`config.mk`:
```
export PLATFORM = sky130hd
export DESIGN_NAME = cle_top
export DESIGN_NICKNAME = d
export VERILOG_FILES = /design/src/cle_pkg.sv /design/src/cle_clamp_gen.sv /design/src/cle_sync.sv /design/src/cle_top.sv
export VERILOG_INCLUDE_DIRS = /design/src
export SDC_FILE = /design/constraint.sdc
export NUM_CORES = 1
export LEC_CHECK = 0
export ABC_CLOCK_PERIOD_IN_PS = 3180
export BUFFER_PORTS_ARGS = -buffer_cell sky130_fd_sc_hd__buf_4
export CORE_MARGIN = 5
export CORE_UTILIZATION = 61
export DETAILED_ROUTE_END_ITERATION = 10
export GPL_TIMING_DRIVEN = 1
export MAX_ROUTING_LAYER = met4
export PLACE_DENSITY_LB_ADDON = 0.25
export SLEW_MARGIN = 20
export SYNTH_ARGS = -nofsm -noshare
export SYNTH_HDL_FRONTEND = slang
export SYNTH_SLANG_ARGS = --single-unit
```
`constraint.sdc`:
```
create_clock -name clk -period 3.18 [get_ports clk]
set_input_delay 0.159 -clock clk [delete_from_list [all_inputs] [get_ports clk]]
set_output_delay 0.159 -clock clk [all_outputs]
set_load 0.02 [all_outputs]
```
`src/cle_defines.svh`:
```
// Register offsets, field positions, reset values and timing constants
// Included by the clamp generator and top design files of the clamp and lock edge block
`ifndef CLE_DEFINES_SVH
`define CLE_DEFINES_SVH
`define CLE_ADDR_LOCK_PIN    8'h13
`define CLE_ADDR_START_HI    8'h14
`define CLE_ADDR_START_LO    8'h15
`define CLE_ADDR_CLAMP_WIDTH 8'h16
`define CLE_ADDR_DAC_CFG     8'h20
`define CLE_ADDR_STATUS      8'h21
`define CLE_ADDR_DAC_WRITE   8'h22
`define CLE_RST_LOCK_PIN     8'h04
`define CLE_RST_START_HI     8'h00
`define CLE_RST_START_LO     8'h03
`define CLE_RST_CLAMP_WIDTH  8'h10
`define CLE_RST_DAC_CFG      8'h00
`define CLE_BIT_LOCK_EDGE    0
`define CLE_BIT_PIN_DISABLE  3
`define CLE_FLD_FUNC_HI      5
`define CLE_FLD_FUNC_LO      4
`define CLE_BIT_DCR_EN       0
`define CLE_BIT_BLACK_DIS    1
`define CLE_START_HI_MSB     4
`define CLE_MIN_CLAMP_WIDTH  8'h02
`define CLE_SLOW_UPDATE_MS   100
`define CLE_CLK_MHZ          250
`define CLE_SLOW_UPDATE_CYC  (`CLE_SLOW_UPDATE_MS * 1000 * `CLE_CLK_MHZ)
`endif

```
`src/cle_pkg.sv`:
```
// Types shared by the clamp and lock edge block
// Assumes cle_defines.svh supplies the numeric constants
package cle_pkg;
   typedef enum logic [1:0]
   {
      CLE_FN_INVERT   = 2'h0,
      CLE_FN_CLAMP    = 2'h1,
      CLE_FN_COAST    = 2'h2,
      CLE_FN_EXT_PCLK = 2'h3
   } cle_pin_fn_e;
   typedef enum logic [2:0]
   {
      CLE_ST_IDLE  = 3'h1,
      CLE_ST_COUNT = 3'h2,
      CLE_ST_CLAMP = 3'h4
   } cle_clamp_st_e;
endpackage : cle_pkg

```
`src/cle_clamp_gen.sv`:
```
// Internal clamp pulse generator: counts pixels from the hsync trailing edge
// Assumes hsync edge strobe is one pixel-clock pulse on the same clock
`include "cle_defines.svh"
module cle_clamp_gen
   import cle_pkg::*;
#(
   parameter int CNT_W = 13
)
(
   // Clock and reset
   input  wire logic             clk,
   input  wire logic             rst_n,
   input  wire logic             ce,
   // Line timing
   input  wire logic             trail_edge,
   input  wire logic [CNT_W-1:0] start_pixel,
   input  wire logic [7:0]       clamp_width,
   // Pulses
   output logic                  start_pulse,
   output logic                  restore_clamp
);
   cle_clamp_st_e    st_reg;
   cle_clamp_st_e    st_next;
   logic [CNT_W-1:0] cnt_reg;
   logic [CNT_W-1:0] cnt_next;
   logic [7:0]       wid_reg;
   logic [7:0]       wid_next;
   logic             start_reg;
   logic             start_next;
   logic             clamp_reg;
   logic             clamp_next;

   always_comb
   begin
      st_next    = st_reg;
      cnt_next   = cnt_reg;
      wid_next   = wid_reg;
      start_next = 1'b0;
      clamp_next = 1'b0;
      case (st_reg)
         CLE_ST_IDLE:
         begin
         end
         CLE_ST_COUNT:
         begin
            if (cnt_reg == start_pixel)
            begin
               start_next = 1'b1;
               // Widths below two give a start strobe but no restore clamp
               if (clamp_width >= `CLE_MIN_CLAMP_WIDTH)
               begin
                  st_next    = CLE_ST_CLAMP;
                  clamp_next = 1'b1;
                  wid_next   = 8'h01;
               end
               else
                  st_next = CLE_ST_IDLE;
            end
            else
               cnt_next = cnt_reg + 1'b1;
         end
         CLE_ST_CLAMP:
         begin
            if (wid_reg == clamp_width)
               st_next = CLE_ST_IDLE;
            else
            begin
               clamp_next = 1'b1;
               wid_next   = wid_reg + 8'h01;
            end
         end
         default:
            st_next = CLE_ST_IDLE;
      endcase
      // A new line restarts the count and cuts off any restore clamp still running
      if (trail_edge)
      begin
         st_next    = CLE_ST_COUNT;
         cnt_next   = '0;
         clamp_next = 1'b0;
      end
      if (!ce)
      begin
         st_next    = st_reg;
         cnt_next   = cnt_reg;
         wid_next   = wid_reg;
         start_next = start_reg;
         clamp_next = clamp_reg;
      end
   end

   always_ff @(posedge clk or negedge rst_n)
   begin
      if (!rst_n)
      begin
         st_reg    <= CLE_ST_IDLE;
         cnt_reg   <= '0;
         wid_reg   <= 8'h00;
         start_reg <= 1'b0;
         clamp_reg <= 1'b0;
      end
      else
      begin
         st_reg    <= st_next;
         cnt_reg   <= cnt_next;
         wid_reg   <= wid_next;
         start_reg <= start_next;
         clamp_reg <= clamp_next;
      end
   end

   assign start_pulse   = start_reg;
   assign restore_clamp = clamp_reg;
endmodule : cle_clamp_gen

```
`src/cle_sync.sv`:
```
// Two-flop synchroniser for a pin input
// Assumes the pin is asynchronous to clk
module cle_sync
   import cle_pkg::*;
(
   // Clock and reset
   input  wire logic clk,
   input  wire logic rst_n,
   input  wire logic ce,
   // Data
   input  wire logic async_in,
   output logic      sync_out
);
   logic meta_reg;
   logic meta_next;
   logic sync_reg;
   logic sync_next;

   always_comb
   begin
      meta_next = ce ? async_in : meta_reg;
      sync_next = ce ? meta_reg : sync_reg;
   end

   always_ff @(posedge clk or negedge rst_n)
   begin
      if (!rst_n)
      begin
         meta_reg <= 1'b0;
         sync_reg <= 1'b0;
      end
      else
      begin
         meta_reg <= meta_next;
         sync_reg <= sync_next;
      end
   end

   assign sync_out = sync_reg;
endmodule : cle_sync

```
`src/cle_top.sv`:
```
// Clamp and lock edge control: register file, pin function mux, clamp events
// Assumes hsync, vsync and the multi-purpose pin are asynchronous pins
`include "cle_defines.svh"
module cle_top
   import cle_pkg::*;
#(
   parameter int          START_W    = 13,
   parameter int unsigned SLOW_CYC   = `CLE_SLOW_UPDATE_CYC,
   parameter int          PRE_LINES  = 4,
   parameter int          POST_LINES = 4
)
(
   // Clock and reset
   input  wire logic       clk,
   input  wire logic       rst_n,
   input  wire logic       ce,
   // Register port
   input  wire logic [7:0] reg_addr,
   input  wire logic [7:0] reg_wdata,
   input  wire logic       reg_wr,
   input  wire logic       reg_rd,
   output logic [7:0]      reg_rdata,
   // Video pins
   input  wire logic       hsync_in,
   input  wire logic       vsync_in,
   input  wire logic       multi_purpose_input_pin,
   // PLL and converter controls
   output logic            pll_lock_strobe,
   output logic            pll_coast,
   output logic            sample_clock_inversion,
   output logic            external_pixel_clock_sel,
   output logic            dc_restore_clamp,
   output logic            auto_black_level_start,
   output logic            offset_dac_load
);
   logic [7:0] misc_reg;
   logic [7:0] misc_next;
   logic [7:0] shi_reg;
   logic [7:0] shi_next;
   logic [7:0] slo_reg;
   logic [7:0] slo_next;
   logic [7:0] wid_reg;
   logic [7:0] wid_next;
   logic [7:0] cfg_reg;
   logic [7:0] cfg_next;
   logic [7:0] rdata_reg;
   logic [7:0] rdata_next;

   logic hs_s;
   logic vs_s;
   logic pin_s;
   logic pin;
   cle_pin_fn_e fn;

   logic hs_d_reg;
   logic hs_d_next;
   logic vs_d_reg;
   logic vs_d_next;
   logic pin_d_reg;
   logic pin_d_next;
   logic hs_lead;
   logic hs_trail;
   logic pin_rise;
   logic int_start;
   logic int_clamp;

   logic                pend_reg;
   logic                pend_next;
   logic [31:0]         slow_reg;
   logic [31:0]         slow_next;
   logic [7:0]          line_reg;
   logic [7:0]          line_next;
   logic                post_reg;
   logic                post_next;
   logic                lock_reg;
   logic                lock_next;
   logic                rst_lck_reg;
   logic                rst_lck_next;
   logic                blk_reg;
   logic                blk_next;
   logic                load_reg;
   logic                load_next;
   logic                coast_reg;
   logic                coast_next;
   logic [7:0]          frm_reg;
   logic [7:0]          frm_next;

   function automatic logic hit(input logic [7:0] a, input logic [7:0] t);
      hit = (a == t);
   endfunction : hit

   // Pins cross into the pixel clock domain before anything reads them
   cle_sync u_sync_hs
   (
      .clk      (clk),
      .rst_n    (rst_n),
      .ce       (ce),
      .async_in (hsync_in),
      .sync_out (hs_s)
   );
   cle_sync u_sync_vs
   (
      .clk      (clk),
      .rst_n    (rst_n),
      .ce       (ce),
      .async_in (vsync_in),
      .sync_out (vs_s)
   );
   cle_sync u_sync_pin
   (
      .clk      (clk),
      .rst_n    (rst_n),
      .ce       (ce),
      .async_in (multi_purpose_input_pin),
      .sync_out (pin_s)
   );

   assign pin      = pin_s & ~misc_reg[`CLE_BIT_PIN_DISABLE];
   assign fn       = cle_pin_fn_e'(misc_reg[`CLE_FLD_FUNC_HI:`CLE_FLD_FUNC_LO]);
   assign hs_lead  = hs_s & ~hs_d_reg;
   assign hs_trail = ~hs_s & hs_d_reg;
   assign pin_rise = pin & ~pin_d_reg;

   cle_clamp_gen #(
      .CNT_W (START_W)
   ) u_clamp
   (
      .clk           (clk),
      .rst_n         (rst_n),
      .ce            (ce),
      .trail_edge    (hs_trail),
      .start_pixel   ({shi_reg[`CLE_START_HI_MSB:0], slo_reg}),
      .clamp_width   (wid_reg),
      .start_pulse   (int_start),
      .restore_clamp (int_clamp)
   );

   // Register file
   always_comb
   begin
      misc_next  = misc_reg;
      shi_next   = shi_reg;
      slo_next   = slo_reg;
      wid_next   = wid_reg;
      cfg_next   = cfg_reg;
      rdata_next = 8'h00;
      if (reg_wr)
      begin
         if (hit(reg_addr, `CLE_ADDR_LOCK_PIN))
            misc_next = reg_wdata;
         if (hit(reg_addr, `CLE_ADDR_START_HI))
            shi_next = {3'h0, reg_wdata[`CLE_START_HI_MSB:0]};
         if (hit(reg_addr, `CLE_ADDR_START_LO))
            slo_next = reg_wdata;
         if (hit(reg_addr, `CLE_ADDR_CLAMP_WIDTH))
            wid_next = reg_wdata;
         if (hit(reg_addr, `CLE_ADDR_DAC_CFG))
            cfg_next = reg_wdata;
      end
      if (reg_rd)
      begin
         case (reg_addr)
            `CLE_ADDR_LOCK_PIN:    rdata_next = misc_reg;
            `CLE_ADDR_START_HI:    rdata_next = shi_reg;
            `CLE_ADDR_START_LO:    rdata_next = slo_reg;
            `CLE_ADDR_CLAMP_WIDTH: rdata_next = wid_reg;
            `CLE_ADDR_DAC_CFG:     rdata_next = cfg_reg;
            `CLE_ADDR_STATUS:      rdata_next = {4'h0, pend_reg, coast_reg, pin, hs_s};
            default:               rdata_next = 8'h00;
         endcase
      end
      if (!ce)
      begin
         misc_next  = misc_reg;
         shi_next   = shi_reg;
         slo_next   = slo_reg;
         wid_next   = wid_reg;
         cfg_next   = cfg_reg;
         rdata_next = rdata_reg;
      end
   end

   always_ff @(posedge clk or negedge rst_n)
   begin
      if (!rst_n)
      begin
         misc_reg  <= `CLE_RST_LOCK_PIN;
         shi_reg   <= `CLE_RST_START_HI;
         slo_reg   <= `CLE_RST_START_LO;
         wid_reg   <= `CLE_RST_CLAMP_WIDTH;
         cfg_reg   <= `CLE_RST_DAC_CFG;
         rdata_reg <= 8'h00;
      end
      else
      begin
         misc_reg  <= misc_next;
         shi_reg   <= shi_next;
         slo_reg   <= slo_next;
         wid_reg   <= wid_next;
         cfg_reg   <= cfg_next;
         rdata_reg <= rdata_next;
      end
   end

   // Control outputs
   always_comb
   begin
      logic ext_clamp;
      logic ext_coast;
      logic clamp_evt;
      logic vs_rise;
      logic vs_fall;
      ext_clamp = (fn == CLE_FN_CLAMP);
      ext_coast = (fn == CLE_FN_COAST) & pin;
      vs_rise   = vs_s & ~vs_d_reg;
      vs_fall   = ~vs_s & vs_d_reg;
      clamp_evt = ext_clamp ? pin_rise : int_start;
      hs_d_next  = hs_s;
      vs_d_next  = vs_s;
      pin_d_next = pin;
      line_next  = line_reg;
      post_next  = post_reg;
      frm_next   = frm_reg;
      // No vsync look-ahead: pre-coast predicts from the last frame's line count
      if (vs_rise)
      begin
         post_next = 1'b0;
         line_next = 8'h00;
         frm_next  = line_reg;
      end
      else if (vs_fall)
      begin
         post_next = 1'b1;
         line_next = 8'h00;
      end
      else if (hs_trail && line_reg != 8'hFF)
         line_next = line_reg + 8'h01;
      coast_next = ext_coast | vs_s
                   | (post_reg & (line_reg < 8'(POST_LINES)))
                   | ((frm_reg != 8'h00) & (9'(line_reg) + 9'(PRE_LINES) >= {1'b0, frm_reg}));
      lock_next = ~coast_next & (misc_reg[`CLE_BIT_LOCK_EDGE] ? hs_lead : hs_trail);
      // An external clamp replaces the internal pulse
      rst_lck_next = (ext_clamp ? pin : int_clamp) & cfg_reg[`CLE_BIT_DCR_EN];
      blk_next     = clamp_evt & ~cfg_reg[`CLE_BIT_BLACK_DIS];
      // Written DAC values wait for a clamp; the timer bounds the wait
      pend_next = pend_reg;
      slow_next = slow_reg;
      if (pend_reg)
         slow_next = slow_reg + 32'h1;
      load_next = clamp_evt | (pend_reg & (slow_reg >= SLOW_CYC - 1));
      if (load_next)
      begin
         pend_next = 1'b0;
         slow_next = 32'h0;
      end
      if (reg_wr && hit(reg_addr, `CLE_ADDR_DAC_WRITE))
         pend_next = 1'b1;  // Set wins over the load in the same cycle
      if (!ce)
      begin
         hs_d_next    = hs_d_reg;
         vs_d_next    = vs_d_reg;
         pin_d_next   = pin_d_reg;
         line_next    = line_reg;
         post_next    = post_reg;
         frm_next     = frm_reg;
         coast_next   = coast_reg;
         lock_next    = lock_reg;
         rst_lck_next = rst_lck_reg;
         blk_next     = blk_reg;
         load_next    = load_reg;
         pend_next    = pend_reg;
         slow_next    = slow_reg;
      end
   end

   always_ff @(posedge clk or negedge rst_n)
   begin
      if (!rst_n)
      begin
         hs_d_reg    <= 1'b0;
         vs_d_reg    <= 1'b0;
         pin_d_reg   <= 1'b0;
         line_reg    <= 8'h00;
         post_reg    <= 1'b0;
         frm_reg     <= 8'h00;
         coast_reg   <= 1'b0;
         lock_reg    <= 1'b0;
         rst_lck_reg <= 1'b0;
         blk_reg     <= 1'b0;
         load_reg    <= 1'b0;
         pend_reg    <= 1'b0;
         slow_reg    <= 32'h0;
      end
      else
      begin
         hs_d_reg    <= hs_d_next;
         vs_d_reg    <= vs_d_next;
         pin_d_reg   <= pin_d_next;
         line_reg    <= line_next;
         post_reg    <= post_next;
         frm_reg     <= frm_next;
         coast_reg   <= coast_next;
         lock_reg    <= lock_next;
         rst_lck_reg <= rst_lck_next;
         blk_reg     <= blk_next;
         load_reg    <= load_next;
         pend_reg    <= pend_next;
         slow_reg    <= slow_next;
      end
   end

   assign reg_rdata                = rdata_reg;
   assign pll_lock_strobe          = lock_reg;
   assign pll_coast                = coast_reg;
   assign sample_clock_inversion   = (fn == CLE_FN_INVERT) & pin;
   assign external_pixel_clock_sel = (fn == CLE_FN_EXT_PCLK);
   assign dc_restore_clamp         = rst_lck_reg;
   assign auto_black_level_start   = blk_reg;
   assign offset_dac_load          = load_reg;
endmodule : cle_top

```
* After elaboration in Yosys (flattened, before gate mapping)
Index checks and enable logic that the tools add are counted.
** Storage, ports and cells
- Register bits after elaboration :: 135
** Operators by class
- Muxes and demuxes :: 33
- Reductions and logical operators :: 23
- Bitwise logic cells :: 26
- Eq/ne operators :: 23
- $lt $le $gt $ge :: 4
- Add/subtract/negate cells :: 5
** Operator list (count)
- 32-bit two-way mux :: 2
- 8-bit two-way mux :: 7
- 8-bit one-hot mux with 6 select lines :: 1
- 13-bit two-way mux :: 3
- 32-bit by 1-bit adder with 32-bit output, second input constant :: 1
- 8-bit by 5-bit == test with 1-bit output, second input constant :: 4
- 32-bit by 25-bit >= comparator with 1-bit output, second input constant :: 1
- 8-bit by 6-bit == test with 1-bit output, second input constant :: 3
- 3-bit AND reduction :: 6
- 8-bit by 1-bit adder with 8-bit output, second input constant :: 2
- 8-bit one-hot mux with 2 select lines :: 1
- 1-bit bitwise AND :: 14
- 13-bit by 1-bit adder with 13-bit output, second input constant :: 1
- 13-bit == test :: 1
- 1-bit two-way mux :: 13
- 3-bit two-way mux :: 4
- 2-bit AND reduction :: 5
- 2-bit nonzero test :: 5
- 8-bit by 3-bit adder with 9-bit output, second input constant :: 1
- 9-bit by 8-bit >= comparator with 1-bit output :: 1
- 3-bit one-hot mux with 3 select lines :: 1
- 8-bit == test :: 1
- 8-bit by 2-bit >= comparator with 1-bit output, second input constant :: 1
- 8-bit by 3-bit less-than comparator with 1-bit output, second input constant :: 1
- other kinds (18) :: 34

* Logic depth before layout (Yosys ltp)
Gate-level depths: netlist (run 1).
- Depth after elaboration :: 8
- Depth in mapped cells :: 9

* By module
From an unflattened synthesis (run 1), not the netlist that was laid out.
** Unflattened totals
- Cell total of the unflattened synthesis :: 712
- Area total of the unflattened synthesis :: 7395.8 µm²
** Modules (own cells, without submodules)
- cle_top :: cells each 510, area each 5517.8 µm², times used 1
- cle_clamp_gen :: cells each 190, area each 1660.3 µm², times used 1
- cle_sync :: cells each 4, area each 72.6 µm², times used 3

* Least setup slack after synthesis (run 1)
OpenSTA, ideal clock, no wires.
- Path kind :: reg2reg
- Start :: reg slo_reg[1]
- End :: reg u_clamp.st_reg[0]
- Stages on the path, launching flop included :: 7
- Path buffers :: 0
- Library setup time :: 0.075 ns
- Data arrival time :: 2.136 ns
- Path slack :: 0.969 ns
- Path through :: dfstp_2 xnor2_1 nand2_1 nor4_1 nor2_1 a2111oi_4 mux2i_1
** On the way
- Longest elaborated chain between the ends :: 3
** RTL lines
- start, declared :: line cle_top.sv:40 : logic [7:0] slo_reg;
- start signal, assigned :: line cle_top.sv:189 : slo_reg <= `CLE_RST_START_LO;
- start signal, assigned :: line cle_top.sv:198 : slo_reg <= slo_next;
- 13-bit == test :: line cle_clamp_gen.sv:46 : if (cnt_reg == start_pixel)
- 3-bit by 2-bit != test with 1-bit output (no source line)
- 4-bit AND reduction (no source line)
- end signal, assigned :: line cle_clamp_gen.sv:104 : st_reg <= st_next;
- end, declared :: line cle_clamp_gen.sv:22 : cle_clamp_st_e st_reg;
Every way passes these cells.
A chain may end at the register's enable or synchronous reset.

* Worst setup path in the final report (run 1)
- Start :: reg slow_reg[0]
- End :: reg slow_reg[2]
** On the way
- Longest elaborated chain between the ends :: 5
- Elaborated cells on any way between the ends :: 8
- Those cells by class :: add/sub (1); order compare (1); mux (2); bitwise (2); reduce/logical (2)
** RTL lines
- start, declared :: line cle_top.sv:69 : logic [31:0] slow_reg;
- start signal, assigned :: line cle_top.sv:308 : slow_reg <= slow_next;
- 32-bit by 25-bit >= comparator with 1-bit output :: line cle_top.sv:250 : load_next = clamp_evt | (pend_reg & (slow_reg >= SLOW_CYC - 1));
- 1-bit bitwise AND :: line cle_top.sv:250
- 1-bit bitwise OR :: line cle_top.sv:250
- 2-bit nonzero test (no source line)
- 2-bit AND reduction (no source line)
Several ways; a longest one is shown, not always the timed one. The select of a mux whose other input is x is not followed.

==> results.cfg, run 1 <==
[route]
drc = 0
via_count = 5755
first_iter_violations = 663
dr.pass1.iters = 6
ant_nets = 0
routed_wl_microns = 17000
wire_per_inst_microns = 18.6
vias_per_cell = 6.30

[timing]
slew_violations = 0
rsz0062_at_grt = false
worstMarginPinSlew_ns = 0.869
slew_headroom = 0.415
finalSetupViolations = 0
hold_viol = 0
fin_ws_ns = 0.626
finalCritPeriodShare = 0.803
fmax_ghz = 0.392
fin_crit_ns = 2.55
finalSetupTns_ns = 0
fin_skew_ns = 0.00498

[critical_path]
cpPeakStageDelay_ns = 0.64
crit_chain = ha_1 > nand3_1 > nor2_1 > o211ai_1 > nand3_1 > o31ai_1
start_kind = flop
ff2ff_path_depth = 6
reg2reg_slack_ns = 0.63
slowest_stage = o211ai_1
cp_common_cell = nand3_1
crit_fanout = 9
cp_top_family = compound AO/OA/AOI/OAI gates
worstPathArrival_ns = 2.86
crit_type = flop to flop
reg2reg_to = slow_reg[2]$_DFFE_PN0P_
path_buf_inv = 0
r2r_start = slow_reg[0]$_DFFE_PN0P_
cp.required_ns = 3.48
endpoint_kind = flop

[clocking]
cts_root_buffer = clkbuf_16
clk_latency_ns = 0.43
cts_buffers = 17
cts_sinks = 135
clkTransAtPathRegs_ns = 0.06
post_cts_buffers = 0
cts_tree = yes
h-tree-depth = 4
cts_buffer_depth = 2

[yosys]
synth_cells = 706
synth_nets = 746
synth_edf_count = 0
yosysUniqueCellTypes = 60
synth_mux_area_frac = 0.102
async_reset_ff_frac = 1.00
synth_area_sq_mm = 0.00716
synth_seq_cells = 135
ys.flop_type = dfrtp_1
avgSynthCellArea_sq_um = 10.1
synthSimpleGateAreaFrac = 0.187
yosys_warnings = 0
synth-compound-area-share = 0.132
ys_seq_area_frac = 0.473
synth_xor_area_frac = 0.0538
synth_top_family_by_area = simple AND/OR/NAND/NOR gates
synthAdderAreaFrac = 0.0280

[global_route]
grt_pass1_wl_microns = 28400
antenna_found_initial = 0
grt-ovfl-total = 0
grt_max_degree = 83
track_usage = 0.257
grt_pass1_vias = 5676

[pwr]
leakage_uw = 0.00374
p_per_area_mw_per_mm2 = 602
peakVddDrop_v = 0.000759

[cells_and_area]
largest_register_ffs = 32
final_cells = 914
num_antenna_cells = 0
fill_cells = 817
drive_gt1_frac = 0.205
final_util = 0.725
nets = 798
area_growth_pct = 16.1

[placed_design]
dp_cells = 875
hpwlAfterDp_microns = 11700
port-buffer-count = 38
gp_congestion = 0.928
dp_slack_ns = 0.747

[status]
status = finished clean

[flow_run]
drv_cap = 0

[worst_hold_path]
hold_end = wid_reg[0]$_DFFE_PN0P_
hold_class = input port to flop
min_delay_path_depth = 2
min_from = reg_wdata[0]

[die]
design.die.area_sq_mm = 0.0140
initial_utilization = 0.625
die_y_microns = 118
ioPinCount = 39
core_area_sq_mm = 0.0115
die_x_microns = 118
row_count = 39
report_power, final:
part,switching (uW),internal (uW),leakage [uW]
Sequential,179,1880,0.00182
Combinational,518,369,0.00162
Clock,740,1320,0.000301
Total,1440,3570,0.00374
routing by layer:
layer  up-vias  share of wire  routed length (microns)  global-route usage
met1      2861           0.43                     7320               0.332
li1       2653              -                        -                   -
met5         -              0                        0                   -
met3        36          0.057                      963              0.0540
met4         0          0.021                      356              0.0996
met2       205           0.49                     8370               0.399
stage by stage:
step | total power (uW) | area (sq um) | hold slack [ns]
after detailed placement | 2940 | 7630 | 0.258
after global routing | 5230 | 8320 | 0.0149
after CTS | 5010 | 8310 | 0.00279
after global placement | 2890 | 7630 | 0.250
after floorplan | 2620 | 7160 | -0.137
final | 5000 | 8320 | 0.0248
cells in the final DEF, fill, tap and decap left out, types with 3 or more instances in the layout:
master | netlist | routed
nand3_1 | 28 | 28
nor3b_4 | 3 | 3
nand2_1 | 70 | 70
and2_1 | 5 | 5
dfstp_2 | 5 | 5
a31o_2 | 8 | 8
and4_1 | 5 | 5
inv_1 | 23 | 23
a22o_1 | 4 | 4
mux2i_1 | 15 | 15
a221oi_1 | 5 | 5
mux2_4 | 5 | 5
clkbuf_16 | 0 | 17
xor2_1 | 10 | 10
dlygate4sd3_1 | 0 | 7
a222oi_1 | 3 | 3
a21o_1 | 3 | 3
nor2_1 | 66 | 66
mux2_2 | 45 | 45
nor3_1 | 12 | 12
and3_1 | 12 | 12
clkinv_2 | 0 | 6
a21oi_1 | 26 | 26
nor2b_1 | 6 | 6
o21ai_0 | 47 | 47
nand2b_1 | 12 | 12
clkinvlp_4 | 0 | 3
a31oi_1 | 8 | 8
or2_2 | 4 | 4
o31ai_1 | 12 | 12
dfrtp_1 | 130 | 130
o2bb2ai_1 | 11 | 11
nand4_1 | 14 | 14
buf_4 | 0 | 46
nor4_1 | 11 | 11
ha_1 | 16 | 16
xnor2_1 | 34 | 34
bufinv_16 | 0 | 4
what timing repair did:
item                                    CTS  global route
endpoints found under the setup margin    0             0
gates resized for setup                   0             0
endpoints found under the hold margin    88             1
hold buffers                              6             1
final cells by class:
| class | count | area [sq um] | share of cell area |
|---|---|---|---|
| multi-input cells | 526 | 3600 | 0.433 |
| flip-flops and latches | 135 | 3380 | 0.407 |
| repair buffers | 55 | 447 | 0.0537 |
| clock buffers | 18 | 439 | 0.0528 |
| clock inverters | 14 | 181 | 0.0218 |
| well taps | 143 | 179 | 0.0215 |
| inverters | 23 | 86.3 | 0.0104 |
kinds of logic after synthesis:
group,count (synthesis)
simple gates,261
compound gates,140
flops,135
mux,65
buf+inv,45
xor+xnor,44
fa+ha+maj,16
how the worst max path moves through the flow:
stage	start	to	cells past startpoint
floorplan	slo_reg[1]$_DFFE_PN1P_	u_clamp.st_reg[0]$_DFFE_PN1P_	6
global placement	reg_addr[5]	shi_reg[3]$_DFFE_PN0P_	6
detailed placement	misc_reg[3]$_DFFE_PN0P_	slow_reg[23]$_DFFE_PN0P_	6
CTS	misc_reg[3]$_DFFE_PN0P_	slow_reg[23]$_DFFE_PN0P_	6
global route	misc_reg[3]$_DFFE_PN0P_	slow_reg[14]$_DFFE_PN0P_	6
finish	slow_reg[0]$_DFFE_PN0P_	slow_reg[2]$_DFFE_PN0P_	6
synth_stat cells (all sizes together), types with 15 or more instances:
cell,count,area (sq um)
dfrtp,130,3250
mux2,50,582
o21ai,47,235
xnor2,34,298
ha,16,200
mux2i,15,150
nor2,66,248
nand3,30,168
clkbuf,16,60.1
a21oi,26,130
inv,23,86.3
nand2,70,263
Note: power is estimated with default switching activity, not from simulation.
==> inputs of run 2 (changes only) <==
Settings changed: ABC_CLOCK_PERIOD_IN_PS 3180 to 2400.
Clock period 3.18 ns to 2.4 ns, I/O delays scaled along.
==> run 2 against run 1 <==
Total power is 28% higher. Critical path type unchanged. Worst setup slack worse by 0.50 ns. Largest power group unchanged. Flip-flop and latch count stayed put.
==> results.cfg, run 2 (synthesized netlist as in run 1, its figures left out) <==
[cells_and_area]
largest_register_ffs = 32
nets = 814
area_growth_pct = 17.1
final_cell_mix = 130 x dfrtp_1, 70 x nand2_1, 66 x nor2_1, 56 x buf_4, 47 x o21ai_0
final_cells = 927
finish.instance_area_sq_mm = 0.00839
num_antenna_cells = 0
final_common_cell = dfrtp_1
drive_gt1_frac = 0.208

[die]
ioPinCount = 39
core_area_sq_mm = 0.0115
die_x_microns = 118
initial_utilization = 0.625
row_count = 39
die_y_microns = 118
design.die.area_sq_mm = 0.0140

[critical_path]
cp.required_ns = 2.71
endpoint_kind = flop
start_kind = flop
crit_type = flop to flop
worstPathArrival_ns = 2.58
crit_fanout = 9
ff2ff_path_depth = 6

[timing]
hold_viol = 0
fmax_ghz = 0.441
fin_crit_ns = 2.27
slew_violations = 0
slew_headroom = 0.528
fin_ws_ns = 0.131
fin_skew_ns = 0.00950
finalSetupTns_ns = 0
worstMarginPinSlew_ns = 0.701
finalCritPeriodShare = 0.945
rsz0062_at_grt = false
finalSetupViolations = 0

[clocking]
clk_latency_ns = 0.42
post_cts_buffers = 0
h-tree-depth = 4
clkTransAtPathRegs_ns = 0.05
cts_root_buffer = clkbuf_16
cts_sinks = 135
cts_tree = yes
cts_buffers = 17
cts_buffer_depth = 2

[pwr]
p_per_area_mw_per_mm2 = 762
peakVddDrop_v = 0.000666
p_total_uw = 6390
leakage_uw = 0.00379

[route]
routed_wl_microns = 17800
ant_nets = 0
vias_per_cell = 6.25
drc = 0
dr.pass1.iters = 6
first_iter_violations = 539
via_count = 5792
wire_per_inst_microns = 19.2

[global_route]
grt_pass1_vias = 5871
antenna_found_initial = 0
grt_pass1_wl_microns = 30200
track_usage = 0.272
grt-ovfl-total = 0
grt_max_degree = 76

[status]
status = finished clean

[placed_design]
port-buffer-count = 38
dpl_cell_area_sq_mm = 0.00772
dp_slack_ns = 0.165
hpwlAfterDp_microns = 12100
gp_congestion = 0.934
dp_cells = 886

[worst_hold_path]
min_delay_path_depth = 2
hold_class = input port to flop

[flow_run]
drv_cap = 0
==> run 2: cell count changes in the layout (fill, tap and decap cells not counted) <==
cell | previous run | this run
buf_4 | 46 | 56
dlygate4sd3_1 | 7 | 12
clkbuf_1 | 0 | 4
bufinv_16 | 4 | 1
clkbuf_8 | 1 | 4
clkinv_2 | 6 | 3
clkinvlp_4 | 3 | 0
buf_12 | 1 | 2
clkinv_4 | 1 | 0
nor4_1 | 11 | 10
nor4_2 | 2 | 3
==> run 2: worst paths after layout <==
path                                          startpoint                              to  slack, ns
min in group asynchronous                          rst_n        slow_reg[20]$_DFFE_PN0P_       0.31
worst max-delay path             slow_reg[0]$_DFFE_PN0P_         slow_reg[2]$_DFFE_PN0P_       0.13
worst min register to register  reg_rdata[1]$_DFFE_PN0P_        reg_rdata[1]$_DFFE_PN0P_       0.49
max in group asynchronous                          rst_n          slo_reg[1]$_DFFE_PN1P_       1.38
worst max register to register   slow_reg[0]$_DFFE_PN0P_         slow_reg[2]$_DFFE_PN0P_       0.13
worst min-delay path                                  ce  u_clamp.cnt_reg[5]$_DFFE_PN0P_       0.02
==> run 2: metal layers <==
| layer | routed length (microns) | vias to the layer above | GRT usage |
|---|---|---|---|
| li1 | - | 2680 | - |
| met4 | 234 | 0 | 0.0803 |
| met3 | 1010 | 21 | 0.0630 |
| met5 | 0 | - | - |
| met1 | 7660 | 2915 | 0.354 |
| met2 | 8860 | 176 | 0.430 |
==> run 2: repair_timing <==
action	in CTS	in global routing
gates resized for setup	0	1
hold buffers	12	0
hold endpoints to repair	101	0
setup endpoints to repair	0	3
==> run 2: report_power, final <==
group / internal, uW / switching (uW)
clock: 1510 / 910
combinational: 534 / 701
sequential: 2490 / 247
total: 4530 / 1860
==> run 2: cell type report <==
class / instances / area, sq um
fill: 802 / 3080
sequential: 135 / 3380
tap: 143 / 179
clock buffer: 25 / 495
inverter: 23 / 86.3
clock inverter: 4 / 45.0
timing repair buffer: 71 / 592
multi-input combinational: 526 / 3610
==> run 2: worst max-delay path, stage by stage, from the launching register on <==
cell      delay [ns]
dfrtp_1         0.42
ha_1            0.23
nand3_1         0.11
nor2_1          0.12
o211ai_1        0.58
nand3_1         0.38
o31ai_1         0.32
==> run 2: metrics by stage <==
stage	utilization	hold slack, ns
floorplan	-	-0.176
detailed placement	0.673	0.195
global placement	0.673	0.195
CTS	0.731	0.00620
global route	0.731	0.0157
finish	0.731	0.0185
